==> config.mk <==
export PLATFORM = sky130hd
export DESIGN_NAME = emp_port_ctrl
export DESIGN_NICKNAME = d
export VERILOG_FILES = /design/src/rtl/emp_pkg.sv /design/src/rtl/emp_wait_timer.sv /design/src/rtl/emp_port_ctrl.sv
export SDC_FILE = /design/constraint.sdc
export NUM_CORES = 1
export LEC_CHECK = 0
export BUFFER_PORTS_ARGS = -buffer_cell sky130_fd_sc_hd__buf_2
export CAP_MARGIN = 20
export CORE_UTILIZATION = 35
export DETAILED_ROUTE_END_ITERATION = 8
export GPL_TIMING_DRIVEN = 1
export SETUP_SLACK_MARGIN = 0.1
export SYNTH_ARGS = -nofsm -noshare
export SYNTH_HDL_FRONTEND = slang
export SYNTH_SLANG_ARGS = --single-unit
==> constraint.sdc <==
create_clock -name i_core_clk -period 7.8 [get_ports i_core_clk]
set_clock_uncertainty 0.15 [all_clocks]
set_input_delay 0.39 -clock i_core_clk [delete_from_list [all_inputs] [get_ports i_core_clk]]
set_output_delay 0.39 -clock i_core_clk [all_outputs]
set_load 0.05 [all_outputs]
==> src/rtl/emp_pkg.sv <==
// Constants of the external memory port controller: register offsets, field layouts and reset values.
// Assumes a 16-bit I/O address space on the core side and a core clock of 250 MHz.
package emp_pkg;

  // ==========================================================================
  // Register offsets in the core's I/O space.
  localparam logic [15:0] EMP_OFS_PROG_WORD_HIGH_HALF  = 16'hFFF2;
  localparam logic [15:0] EMP_OFS_PROG_WORD_LOW_HALF   = 16'hFFF3;
  localparam logic [15:0] EMP_OFS_PROG_WORD_FULL       = 16'hFFF4;
  localparam logic [15:0] EMP_OFS_EXT_BUS_WAIT_CONTROL = 16'hFFFC;

  // ==========================================================================
  // Field layouts and reset values.
  localparam int          EMP_WAIT_LSB       = 0;
  localparam int          EMP_WAIT_W         = 5;
  localparam logic [4:0]  EMP_WAIT_RESET     = 5'h1F;
  localparam int          EMP_WORD_W         = 24;
  localparam int          EMP_HALF_W         = 16;
  localparam int          EMP_HIGH_W         = 8;
  localparam int          EMP_ADDR_W         = 16;
  localparam logic [23:0] EMP_HOLD_RESET     = 24'h000000;
  localparam logic [15:0] EMP_ADDR_RESET     = 16'hFFFF;

  // ==========================================================================
  // Wait-state thresholds for the trailing wait states and write strobe delay.
  localparam logic [4:0]  EMP_TRAIL1_MIN     = 5'h04;
  localparam logic [4:0]  EMP_TRAIL2_MIN     = 5'h08;
  localparam logic [4:0]  EMP_WR_HALF_MIN    = 5'h02;
  localparam logic [4:0]  EMP_WR_FULL_MIN    = 5'h04;

  // ==========================================================================
  // Timing: one clock_out period spans two core clocks.
  localparam int          EMP_CORE_CLK_NS    = 4;
  localparam int          EMP_CLOCK_OUT_NS      = 8;
  localparam int          EMP_HALF_CYCLES    = (EMP_CLOCK_OUT_NS / 2 + EMP_CORE_CLK_NS - 1) / EMP_CORE_CLK_NS;
  localparam int          EMP_PHASE_W        = 7;

  // ==========================================================================
  // Access sequencer states, Gray coded along the usual path.
  typedef enum logic [1:0]
  {
    EMP_IDLE = 2'b00,
    EMP_RUN  = 2'b01,
    EMP_DONE = 2'b11
  } emp_state_e;

endpackage : emp_pkg

==> src/rtl/emp_wait_timer.sv <==
// Half-cycle timer of one external access: counts clock_out half cycles and marks the access phases.
// Assumes a start pulse only while idle and a stable wait-state count during the access.
`timescale 1ns/1ps
module emp_wait_timer
  import emp_pkg::*;
(
  input  wire logic       i_core_clk,
  input  wire logic       i_rst_b,
  input  wire logic       i_start,
  input  wire logic       i_abort,
  input  wire logic [4:0] i_wait_states,
  output logic            o_active,
  output logic            o_rd_window,
  output logic            o_wr_window,
  output logic            o_sample,
  output logic            o_last
);
  import emp_pkg::*;

  logic [EMP_PHASE_W-1:0] phase;
  logic [EMP_PHASE_W-1:0] next_phase;
  logic                   run;
  logic                   next_run;
  logic [EMP_PHASE_W-1:0] main_end;
  logic [EMP_PHASE_W-1:0] total;
  logic [EMP_PHASE_W-1:0] wr_start;
  logic [1:0]             trail;

  // ==========================================================================
  // Phase boundaries, in half cycles of clock_out.
  always_comb
  begin
    if (i_wait_states >= EMP_TRAIL2_MIN)
      trail = 2'd2;
    else if (i_wait_states >= EMP_TRAIL1_MIN)
      trail = 2'd1;
    else
      trail = 2'd0;
    if (i_wait_states >= EMP_WR_FULL_MIN)
      wr_start = EMP_PHASE_W'(1 + 2 * EMP_HALF_CYCLES);
    else if (i_wait_states >= EMP_WR_HALF_MIN)
      wr_start = EMP_PHASE_W'(1 + EMP_HALF_CYCLES);
    else
      wr_start = EMP_PHASE_W'(1);
    // Setup cycle plus the programmed wait states; sampling ends here.
    main_end = EMP_PHASE_W'(2 * (1 + i_wait_states));
    // Trailing states lengthen only the hold and release time.
    total    = main_end + EMP_PHASE_W'(2 * trail);
  end

  // ==========================================================================
  // Counter.
  always_comb
  begin
    next_run   = run;
    next_phase = phase;
    if (i_abort)
    begin
      next_run   = 1'b0;
      next_phase = '0;
    end
    else if (i_start && !run)
    begin
      next_run   = 1'b1;
      next_phase = '0;
    end
    else if (run)
    begin
      if (phase == total - EMP_PHASE_W'(1))
      begin
        next_run   = 1'b0;
        next_phase = '0;
      end
      else
        next_phase = phase + EMP_PHASE_W'(1);
    end
  end

  always_ff @(posedge i_core_clk or negedge i_rst_b)
  begin
    if (!i_rst_b)
    begin
      run   <= 1'b0;
      phase <= '0;
    end
    else
    begin
      run   <= next_run;
      phase <= next_phase;
    end
  end

  assign o_active    = run;
  assign o_rd_window = run && (phase >= EMP_PHASE_W'(1)) && (phase < main_end);
  assign o_wr_window = run && (phase >= wr_start) && (phase < main_end);
  assign o_sample    = run && (phase == main_end - EMP_PHASE_W'(1));
  assign o_last      = run && (phase == total - EMP_PHASE_W'(1));

endmodule : emp_wait_timer

==> src/rtl/emp_port_ctrl.sv <==
// External memory port controller: wait-state control register, program-word holding register
// and the access sequencer that drives the static memory pins.
// Assumes the operating mode register lives in the core and supplies the disable level, and that
// the core issues one external request at a time and waits for o_ext_done.
`timescale 1ns/1ps
module emp_port_ctrl
  import emp_pkg::*;
(
  input  wire logic                       i_core_clk,
  input  wire logic                       i_rst_b,
  // Disable level from the operating mode register.
  input  wire logic                       i_ext_bus_disable,
  // Core I/O register port.
  input  wire logic [emp_pkg::EMP_ADDR_W-1:0] i_io_addr,
  input  wire logic                       i_io_wr,
  input  wire logic                       i_io_rd,
  input  wire logic                       i_io_wide,
  input  wire logic [emp_pkg::EMP_WORD_W-1:0] i_io_wdata,
  output logic      [emp_pkg::EMP_WORD_W-1:0] o_io_rdata,
  // Core external access request.
  input  wire logic                       i_ext_req,
  input  wire logic                       i_ext_we,
  input  wire logic [emp_pkg::EMP_ADDR_W-1:0] i_ext_addr,
  input  wire logic [emp_pkg::EMP_WORD_W-1:0] i_ext_wdata,
  output logic                            o_ext_busy,
  output logic                            o_ext_done,
  output logic      [emp_pkg::EMP_WORD_W-1:0] o_ext_rdata,
  // Static memory pins.
  output logic                            o_clock_out,
  output logic      [emp_pkg::EMP_ADDR_W-1:0] o_addr,
  output logic      [emp_pkg::EMP_WORD_W-1:0] o_data_out,
  output logic                            o_data_oe,
  input  wire logic [emp_pkg::EMP_WORD_W-1:0] i_data_in,
  output logic                            o_memory_chip_select_n,
  output logic                            o_rd_n,
  output logic                            o_wr_n
);
  import emp_pkg::*;

  // ==========================================================================
  // Register file.
  logic [EMP_WAIT_W-1:0] wait_state_count;
  logic [EMP_WAIT_W-1:0] next_wait_state_count;
  logic [EMP_WORD_W-1:0] prog_word_holding;
  logic [EMP_WORD_W-1:0] next_prog_word_holding;
  logic [EMP_WORD_W-1:0] io_rdata;
  logic [EMP_WORD_W-1:0] next_io_rdata;

  always_comb
  begin
    next_wait_state_count  = wait_state_count;
    next_prog_word_holding = prog_word_holding;
    if (i_io_wr)
    begin
      unique case (i_io_addr)
        EMP_OFS_EXT_BUS_WAIT_CONTROL:
          next_wait_state_count = i_io_wdata[EMP_WAIT_LSB +: EMP_WAIT_W];
        EMP_OFS_PROG_WORD_LOW_HALF:
          next_prog_word_holding[EMP_HALF_W-1:0] = i_io_wdata[EMP_HALF_W-1:0];
        EMP_OFS_PROG_WORD_HIGH_HALF:
          next_prog_word_holding[EMP_WORD_W-1:EMP_HALF_W] =
            i_io_wdata[EMP_HIGH_W-1:0];
        EMP_OFS_PROG_WORD_FULL:
          if (i_io_wide)
            next_prog_word_holding = i_io_wdata;
          else
            next_prog_word_holding[EMP_HALF_W-1:0] = i_io_wdata[EMP_HALF_W-1:0];
        default:
          next_prog_word_holding = prog_word_holding;
      endcase
    end
  end

  always_comb
  begin
    next_io_rdata = '0;
    if (i_io_rd)
    begin
      unique case (i_io_addr)
        EMP_OFS_EXT_BUS_WAIT_CONTROL:
          next_io_rdata = {{(EMP_WORD_W - EMP_WAIT_W){1'b0}}, wait_state_count};
        EMP_OFS_PROG_WORD_LOW_HALF:
          next_io_rdata = {{EMP_HIGH_W{1'b0}}, prog_word_holding[EMP_HALF_W-1:0]};
        EMP_OFS_PROG_WORD_HIGH_HALF:
          next_io_rdata = {{EMP_HALF_W{1'b0}}, prog_word_holding[EMP_WORD_W-1:EMP_HALF_W]};
        EMP_OFS_PROG_WORD_FULL:
          if (i_io_wide)
            next_io_rdata = prog_word_holding;
          else
            next_io_rdata = {{EMP_HIGH_W{1'b0}}, prog_word_holding[EMP_HALF_W-1:0]};
        default:
          next_io_rdata = '0;
      endcase
    end
  end

  always_ff @(posedge i_core_clk or negedge i_rst_b)
  begin
    if (!i_rst_b)
    begin
      wait_state_count  <= EMP_WAIT_RESET;
      prog_word_holding <= EMP_HOLD_RESET;
      io_rdata          <= '0;
    end
    else
    begin
      wait_state_count  <= next_wait_state_count;
      prog_word_holding <= next_prog_word_holding;
      io_rdata          <= next_io_rdata;
    end
  end

  assign o_io_rdata = io_rdata;

  // ==========================================================================
  // Clock out: a 50% duty clock at half the core rate.
  logic clock_out;
  logic next_clock_out;

  always_comb
  begin
    next_clock_out = ~clock_out;
  end

  always_ff @(posedge i_core_clk or negedge i_rst_b)
  begin
    if (!i_rst_b)
      clock_out <= 1'b1;
    else
      clock_out <= next_clock_out;
  end

  assign o_clock_out = clock_out;

  // ==========================================================================
  // Data input register.
  // The memory answers the registered strobes of this block, so its data settles well ahead of
  // the sample point; a three-stage synchroniser would cost more cycles than a one-wait-state
  // access leaves before the sample point.
  logic [EMP_WORD_W-1:0] din_q;
  logic [EMP_WORD_W-1:0] next_din_q;

  always_comb
  begin
    next_din_q = i_data_in;
  end

  always_ff @(posedge i_core_clk or negedge i_rst_b)
  begin
    if (!i_rst_b)
      din_q <= '0;
    else
      din_q <= next_din_q;
  end

  // ==========================================================================
  // Access sequencer.
  emp_state_e            state;
  emp_state_e            next_state;
  logic                  we;
  logic                  next_we;
  logic [EMP_ADDR_W-1:0] addr;
  logic [EMP_ADDR_W-1:0] next_addr;
  logic [EMP_WORD_W-1:0] wdata;
  logic [EMP_WORD_W-1:0] next_wdata;
  logic [EMP_WORD_W-1:0] rdata;
  logic [EMP_WORD_W-1:0] next_rdata;
  logic                  start;
  logic                  t_active;
  logic                  t_rd;
  logic                  t_wr;
  logic                  t_sample;
  logic                  t_last;

  // A disabled port ignores requests and aborts any access in flight.
  assign start = (state == EMP_IDLE) && i_ext_req && !i_ext_bus_disable;

  emp_wait_timer u_timer
  (
    .i_core_clk    (i_core_clk),
    .i_rst_b       (i_rst_b),
    .i_start       (start),
    .i_abort       (i_ext_bus_disable),
    .i_wait_states (wait_state_count),
    .o_active      (t_active),
    .o_rd_window   (t_rd),
    .o_wr_window   (t_wr),
    .o_sample      (t_sample),
    .o_last        (t_last)
  );

  always_comb
  begin
    next_state = state;
    next_we    = we;
    next_addr  = addr;
    next_wdata = wdata;
    next_rdata = rdata;
    unique case (state)
      EMP_IDLE:
        if (start)
        begin
          next_state = EMP_RUN;
          next_we    = i_ext_we;
          next_addr  = i_ext_addr;
          next_wdata = i_ext_wdata;
        end
      EMP_RUN:
      begin
        if (t_sample && !we)
          next_rdata = din_q;
        if (i_ext_bus_disable)
          next_state = EMP_IDLE;
        else if (t_last)
          next_state = EMP_DONE;
      end
      EMP_DONE:
        next_state = EMP_IDLE;
      default:
        next_state = EMP_IDLE;
    endcase
  end

  always_ff @(posedge i_core_clk or negedge i_rst_b)
  begin
    if (!i_rst_b)
    begin
      state <= EMP_IDLE;
      we    <= 1'b0;
      addr  <= EMP_ADDR_RESET;
      wdata <= '0;
      rdata <= '0;
    end
    else
    begin
      state <= next_state;
      we    <= next_we;
      addr  <= next_addr;
      wdata <= next_wdata;
      rdata <= next_rdata;
    end
  end

  // ==========================================================================
  // Pin outputs, registered.
  logic cs_n;
  logic rd_n;
  logic wr_n;
  logic data_oe;
  logic next_cs_n;
  logic next_rd_n;
  logic next_wr_n;
  logic next_data_oe;
  logic run_ok;

  assign run_ok = (state == EMP_RUN) && t_active && !i_ext_bus_disable;

  always_comb
  begin
    next_cs_n    = ~run_ok;
    next_rd_n    = ~(run_ok && !we && t_rd);
    next_wr_n    = ~(run_ok && we && t_wr);
    next_data_oe = run_ok && we;
  end

  always_ff @(posedge i_core_clk or negedge i_rst_b)
  begin
    if (!i_rst_b)
    begin
      cs_n    <= 1'b1;
      rd_n    <= 1'b1;
      wr_n    <= 1'b1;
      data_oe <= 1'b0;
    end
    else
    begin
      cs_n    <= next_cs_n;
      rd_n    <= next_rd_n;
      wr_n    <= next_wr_n;
      data_oe <= next_data_oe;
    end
  end

  assign o_memory_chip_select_n = cs_n;
  assign o_rd_n                 = rd_n;
  assign o_wr_n                 = wr_n;
  assign o_data_oe              = data_oe;
  assign o_addr                 = addr;
  assign o_data_out             = wdata;
  assign o_ext_rdata            = rdata;
  assign o_ext_busy             = (state != EMP_IDLE);
  assign o_ext_done             = (state == EMP_DONE);

endmodule : emp_port_ctrl

# --- After elaboration in Yosys (flattened, before gate mapping) ---
# Cells that the tools add are included.
word_totals:
  register_bits: 157
  output_inout_bits: 95
  elab_cells: 94
  input_bits: 112
op_classes:
  addsub: 5
  bitwise_logic: 4
  order_cmp: 6
  reduce_logical: 30
  n_eq_ne: 11
  muxes: 21
op_table:
  columns: ["cell", "n"]
  rows:
  - ["24-bit one-hot mux with 4 select lines", 1]
  - ["16-bit == test (second input constant)", 4]
  - ["24-bit 2-to-1 mux", 2]
  - ["7-bit 2-to-1 mux", 5]
  - ["1-bit logical AND", 16]
  - ["8-bit one-hot mux with 2 select lines", 1]
  - ["7-bit == test", 2]
  - ["7-bit by 1-bit subtractor with 7-bit output (second input constant)", 2]
  - ["2-bit 2-to-1 mux", 5]
  - ["2-bit AND reduction", 5]
  - ["8-bit 2-to-1 mux", 1]
  - ["7-bit by 1-bit adder with 7-bit output (second input constant)", 1]
  - ["7-bit by 3-bit adder with 7-bit output", 1]
  - ["7-bit by 1-bit >= comparator with 1-bit output (second input constant)", 1]
  - ["7-bit >= comparator", 1]
  - ["7-bit less-than comparator", 1]
  - ["1-bit by 5-bit adder with 6-bit output (first input constant)", 1]
  - ["5-bit by 2-bit >= comparator with 1-bit output (second input constant)", 1]
  - ["5-bit by 3-bit >= comparator with 1-bit output (second input constant)", 1]
  - ["5-bit by 4-bit >= comparator with 1-bit output (second input constant)", 1]
  - ["1-bit 2-to-1 mux", 5]
  - ["1-bit inverter", 4]
  - ["2-bit one-hot mux with 2 select lines", 1]
  - ["2-bit nonzero test", 2]
  - ["other kinds (10)", 12]

# --- Logic depth before layout (Yosys ltp) ---
depth:
  ltp_word: 10
  mapped_depth: 12
  mapped_depth_nobuf: 11

# --- Cells and area by module ---
# Synthesis repeated with hierarchy kept, for this count alone.
hier_totals:
  cells_unflattened: 473
  hier_area_um2: 6703.9
by_module_without_submodules:
  columns: ["module", "area_per_inst_um2", "instances", "cells_each", "seq_area_each_um2"]
  rows:
  - ["emp_port_ctrl", 5542.8, 1, 340, 3759.9]
  - ["emp_wait_timer", 1161.1, 1, 133, 200.2]

# --- Worst setup path after synthesis ---
# Ideal clock, no wire load.
synth_path:
  path_type: "flip-flop to flip-flop"
  from: "reg wait_state_count[2]"
  to: "reg u_timer.phase[2]"
  required_ns: 7.524
  setup_ns: 0.126
  arrival_time_ns: 3.288
  path_buffers: 2
  setup_slack_ns: 4.236
  path_stages_with_launch: 13
  period_less_slack_ns: 3.564
  path_cell_list: "dfstp_2 clkbuf_1 buf_2 nand2_1 ha_1 inv_1 ha_1 fa_1 xnor2_1 nand4_1 nor4_1 a21oi_1 a221o_1"
synth_between:
  elab_chain_cells: 10
  elab_cells_between_ends: 12
  cone_classes: "add/sub (3); order compare (2); eq/ne (1); mux (6)"
synth_rtl:
  columns: ["item", "line", "source"]
  rows:
  - ["start: declaration", "emp_port_ctrl.sv:42", "logic [EMP_WAIT_W-1:0] wait_state_count;"]
  - ["start signal: assignment", "emp_port_ctrl.sv:107", "wait_state_count <= next_wait_state_count;"]
  - ["5-bit by 3-bit >= comparator with 1-bit output", "emp_wait_timer.sv:35", "else if (i_wait_states >= EMP_TRAIL1_MIN)"]
  - ["1-bit 2-to-1 mux", "emp_wait_timer.sv:35", null]
  - ["2-bit 2-to-1 mux", "emp_wait_timer.sv:33", "if (i_wait_states >= EMP_TRAIL2_MIN)"]
  - ["7-bit by 3-bit adder with 7-bit output *", "emp_wait_timer.sv:48", "total = main_end + EMP_PHASE_W'(2 * trail);"]
  - ["7-bit by 1-bit subtractor with 7-bit output *", "emp_wait_timer.sv:69", "if (phase == total - EMP_PHASE_W'(1))"]
  - ["7-bit == test *", "emp_wait_timer.sv:69", null]
  - ["7-bit 2-to-1 mux *", "emp_wait_timer.sv:69", null]
  - ["7-bit 2-to-1 mux *", "emp_wait_timer.sv:67", "else if (run)"]
  - ["7-bit 2-to-1 mux *", "emp_wait_timer.sv:62", "else if (i_start && !run)"]
  - ["7-bit 2-to-1 mux *", "emp_wait_timer.sv:57", "if (i_abort)"]
  - ["end signal: assignment", "emp_wait_timer.sv:89", "phase <= next_phase;"]
  - ["end: declaration", "emp_wait_timer.sv:20", "logic [EMP_PHASE_W-1:0] phase;"]
# Every way passes the cells marked *; elsewhere a longest branch is shown, timed or not. The select of a mux whose other input is x is not followed.
# A chain may end at the register's enable or synchronous reset.

# --- Final worst setup path ---
layout_path:
  from: "reg wait_state_count[0]"
  to: "reg u_timer.phase[4]"
# The elaborated chain is that of the path after synthesis.

==> qor.yml <==
run_status:
  outcome: "finished clean"
worst_hold_path:
  hold_class: "input port to flip-flop"
  min_delay_path_depth: 2
floorplan:
  dieArea_mm2: 0.01968
  row_count: 50
  io_pins: 207
  fp.coreArea_mm2: 0.01871
  dieWidth_um: 140.3
  initial_core_util: 0.3579
  fp.dieH_um: 140.3
clocking:
  clkLatencyLatePin_ps: 420
  cts_root_buffer: "clkbuf_16"
  path_clk_slew_ps: 70
  cts-buffers-inserted: 17
  cts_tree: "done"
  cts_sinks: 157
  cts-htree-levels: 4
  cts_resized: 0
  cts_buffer_depth: 2
timing:
  finalSetupViolations: 0
  max_clock_freq_mhz: 239.6
  slew_viol_final: 0
  timing.final.ws_setup_ps: 3626
  worst_pin_slew_ps: 1136
  finalHoldViolations: 0
  period_needed_ps: 4174
  period_share: 0.5352
  grt_setup_unrepaired: "no"
  finalSetupTns_ps: 0
  relSlewSlack: 0.2354
route:
  via_per_inst: 4.851
  drt-total-wl_mm: 15.17
  first_pass_iters: 4
  antenna_left: 0
  routedWlPerCell_um: 15.83
  drtIter0Drc: 207
  drcViolationCount: 0
  vias: 4647
placed_design:
  dp_hpwl_mm: 10.86
  io_buffers: 206
  gp_congestion: 0.8272
  preCtsSetupSlack_ps: 3716
logic_synthesis:
  syn_inst: 483
  synthDominantCellAreaShare: 0.4935
  synth_area_mm2: 0.006694
  syn_nets: 615
  synth_seq_cells: 157
  synth_most_common_cell: "dfrtp_1"
  synth_common_cells: "dfrtp_1 (132), mux2_2 (102), dfstp_2 (25), clkbuf_1 (19), ha_1 (19)"
  ys.warnings.count: 0
  synth_edf_count: 0
  async_flop_share: 1.000
  ys_types: 56
  synth_area_per_cell_um2: 13.86
  ys_top_cells_by_area: "dfrtp_1 (49%), mux2_2 (17%), dfstp_2 (9.8%), ha_1 (3.6%), and3_1 (1.7%)"
  synth_top_area_cell: "dfrtp_1"
  ys.flop_type: "dfrtp_1"
  seq_area_frac_synth: 0.5916
global_routing:
  grt.total_usage: 0.1631
  antenna_found_initial: 0
  grt_pass1_wl_mm: 25.23
  grt_max_degree: 88
  first_global_vias: 5027
  grt_overflow: 0
power_and_ir_drop:
  p_clk_frac: 0.375
  swShare: 0.3333
  p_comb_frac: 0.208
  pwr-share-seq: 0.417
  leakage_nw: 4.340
  p_int_mw: 1.499
  power.total_mw: 2.249
  powerDensity_mw_per_mm2: 255.0
  power.switching_mw: 0.7495
  peakVddDrop_mv: 0.1425
layout:
  syn2layout_area_growth_pct: 31.72
  final_util: 0.4714
  drive_above_1_share: 0.5235
  diodes: 0
  nets: 843
  nFillCells: 1696
worst_setup_path:
  worstPathArrival_ps: 4320
  worstReg2RegEnd: "u_timer.phase[4]"
  r2r_slack_ps: 3630
  endpoint_kind: "flip-flop"
  path_class: "flip-flop to flip-flop"
  setup.worst_path.start: "wait_state_count[0]"
  reg2reg_depth: 11
  cpMostUsedCell: "ha_1"
  start_kind: "flip-flop"
  crit_fanout: 11
  path_cells: "ha_1, inv_1, ha_1, inv_1, ha_1, fa_1, xnor2_1, nand4_1, nor4_1, a21oi_1, a311o_1"
  cp-endpoint: "u_timer.phase[4]"
  crit_required_ps: 7950
  crit_slowest_cell: "nor4_1"
  slowest_delay_ps: 980
  r2r_start: "wait_state_count[0]"
flow_run:
  cap_violations: 0
-- power groups by stage --
stage,logic [mW],registers (mW),clock network [mW]
floorplan,0.0831,1.19,0
CTS,0.474,0.939,0.864
detailed placement,0.463,0.953,0
finish,0.468,0.938,0.842
global route,0.493,0.949,0.896
global placement,0.456,0.949,0
-- cell families (layout without fill, tap and decap cells) --
| family | Yosys count | count (layout) | synth area share |
|---|---|---|---|
| AOI/OAI and AO/OA | 44 | 44 | 0.05458 |
| xor gates and xnor gates | 17 | 17 | 0.02748 |
| adders and majority gates | 20 | 20 | 0.03851 |
| buffers and inverters | 39 | 280 | 0.02542 |
| DFF | 157 | 157 | 0.5916 |
| muxes | 103 | 103 | 0.1731 |
| and+or+nand+nor | 103 | 103 | 0.08935 |
-- final cells by class --
cell class,instances,area (um2),area share
Sequential cell,157,3960,0.4491
Multi-Input combinational cell,287,2575,0.2920
Clock inverter,15,197.7,0.02242
Clock buffer,17,425.4,0.04825
Tap cell,234,292.8,0.03321
Inverter,13,48.80,0.005534
Timing Repair Buffer,235,1318,0.1494
-- worst min-delay path by stage --
stage,slack (ps),from,endpoint
floorplan,-60,i_rst_b,din_q[0]
global placement,270,o_clock_out,o_clock_out
detailed placement,280,o_clock_out,o_clock_out
CTS,20,i_ext_addr[2],o_addr[2]
global route,20,i_ext_wdata[15],o_data_out[15]
finish,40,i_ext_addr[1],o_addr[1]
-- through the flow --
stage	area, um2	cells	hold WS [ps]
global route	8817	958	20.46
detailed placement	7944	901	280.0
CTS	8817	958	24.02
global placement	7944	901	274.3
floorplan	6694	483	-55.59
finish	8817	958	40.98
-- flip-flops by register name, indices dropped and copies added, names as in the netlist --
name and flops:
din_q 24, o_data_out 24, o_ext_rdata 24, o_io_rdata 24, prog_word_holding 24, o_addr 16
u_timer.phase 7, wait_state_count 5, state 2, o_clock_out 1, o_data_oe 1, o_memory_chip_select_n 1
o_rd_n 1, o_wr_n 1, u_timer.o_active 1, we 1
-- placed cells by master (no fill, tap or decap), drive strengths merged, types with 3 or more instances in the layout --
cell	count
xnor2	7
a21boi	3
a222oi	5
or2	3
o211ai	4
mux2	102
nand4	4
clkinv	5
nand2b	3
a22oi	3
nor4	4
xor2	8
dfstp	25
dfrtp	132
buf	210
nor3	11
nand3	8
dlygate4sd3	25
ha	19
a21oi	7
o21a	4
a2111oi	4
and2	6
nor2b	7
inv	20
nand2	14
and3	18
clkbuf	17
nor2	11
-- timing repair --
action                                  CTS  global route
setup buffers                             0             0
hold buffers                             25             0
endpoints found under the hold margin   101             0
endpoints found under the setup margin    0             0
-- routing by layer --
| layer | up-vias | GRT usage | part of all wire |
|---|---|---|---|
| met5 | - | 0 | 0 |
| met4 | 0 | 0.04858 | 0.011 |
| met3 | 16 | 0.05470 | 0.065 |
| met2 | 134 | 0.2792 | 0.51 |
| met1 | 2312 | 0.1940 | 0.42 |
| li1 | 2185 | - | - |
-- worst max-delay path, delay by kind of cell (launching register included) --
kind	cells	cell delay, ps
adder cells (fa/ha/maj)	4	1280
AND/OR/NAND/NOR	2	1080
AO/OA/AOI/OAI	2	650
flip-flops	1	640
buffers and inverters	2	130
XOR/XNOR	1	110
No activity file was read; power rests on OpenSTA's default activity.
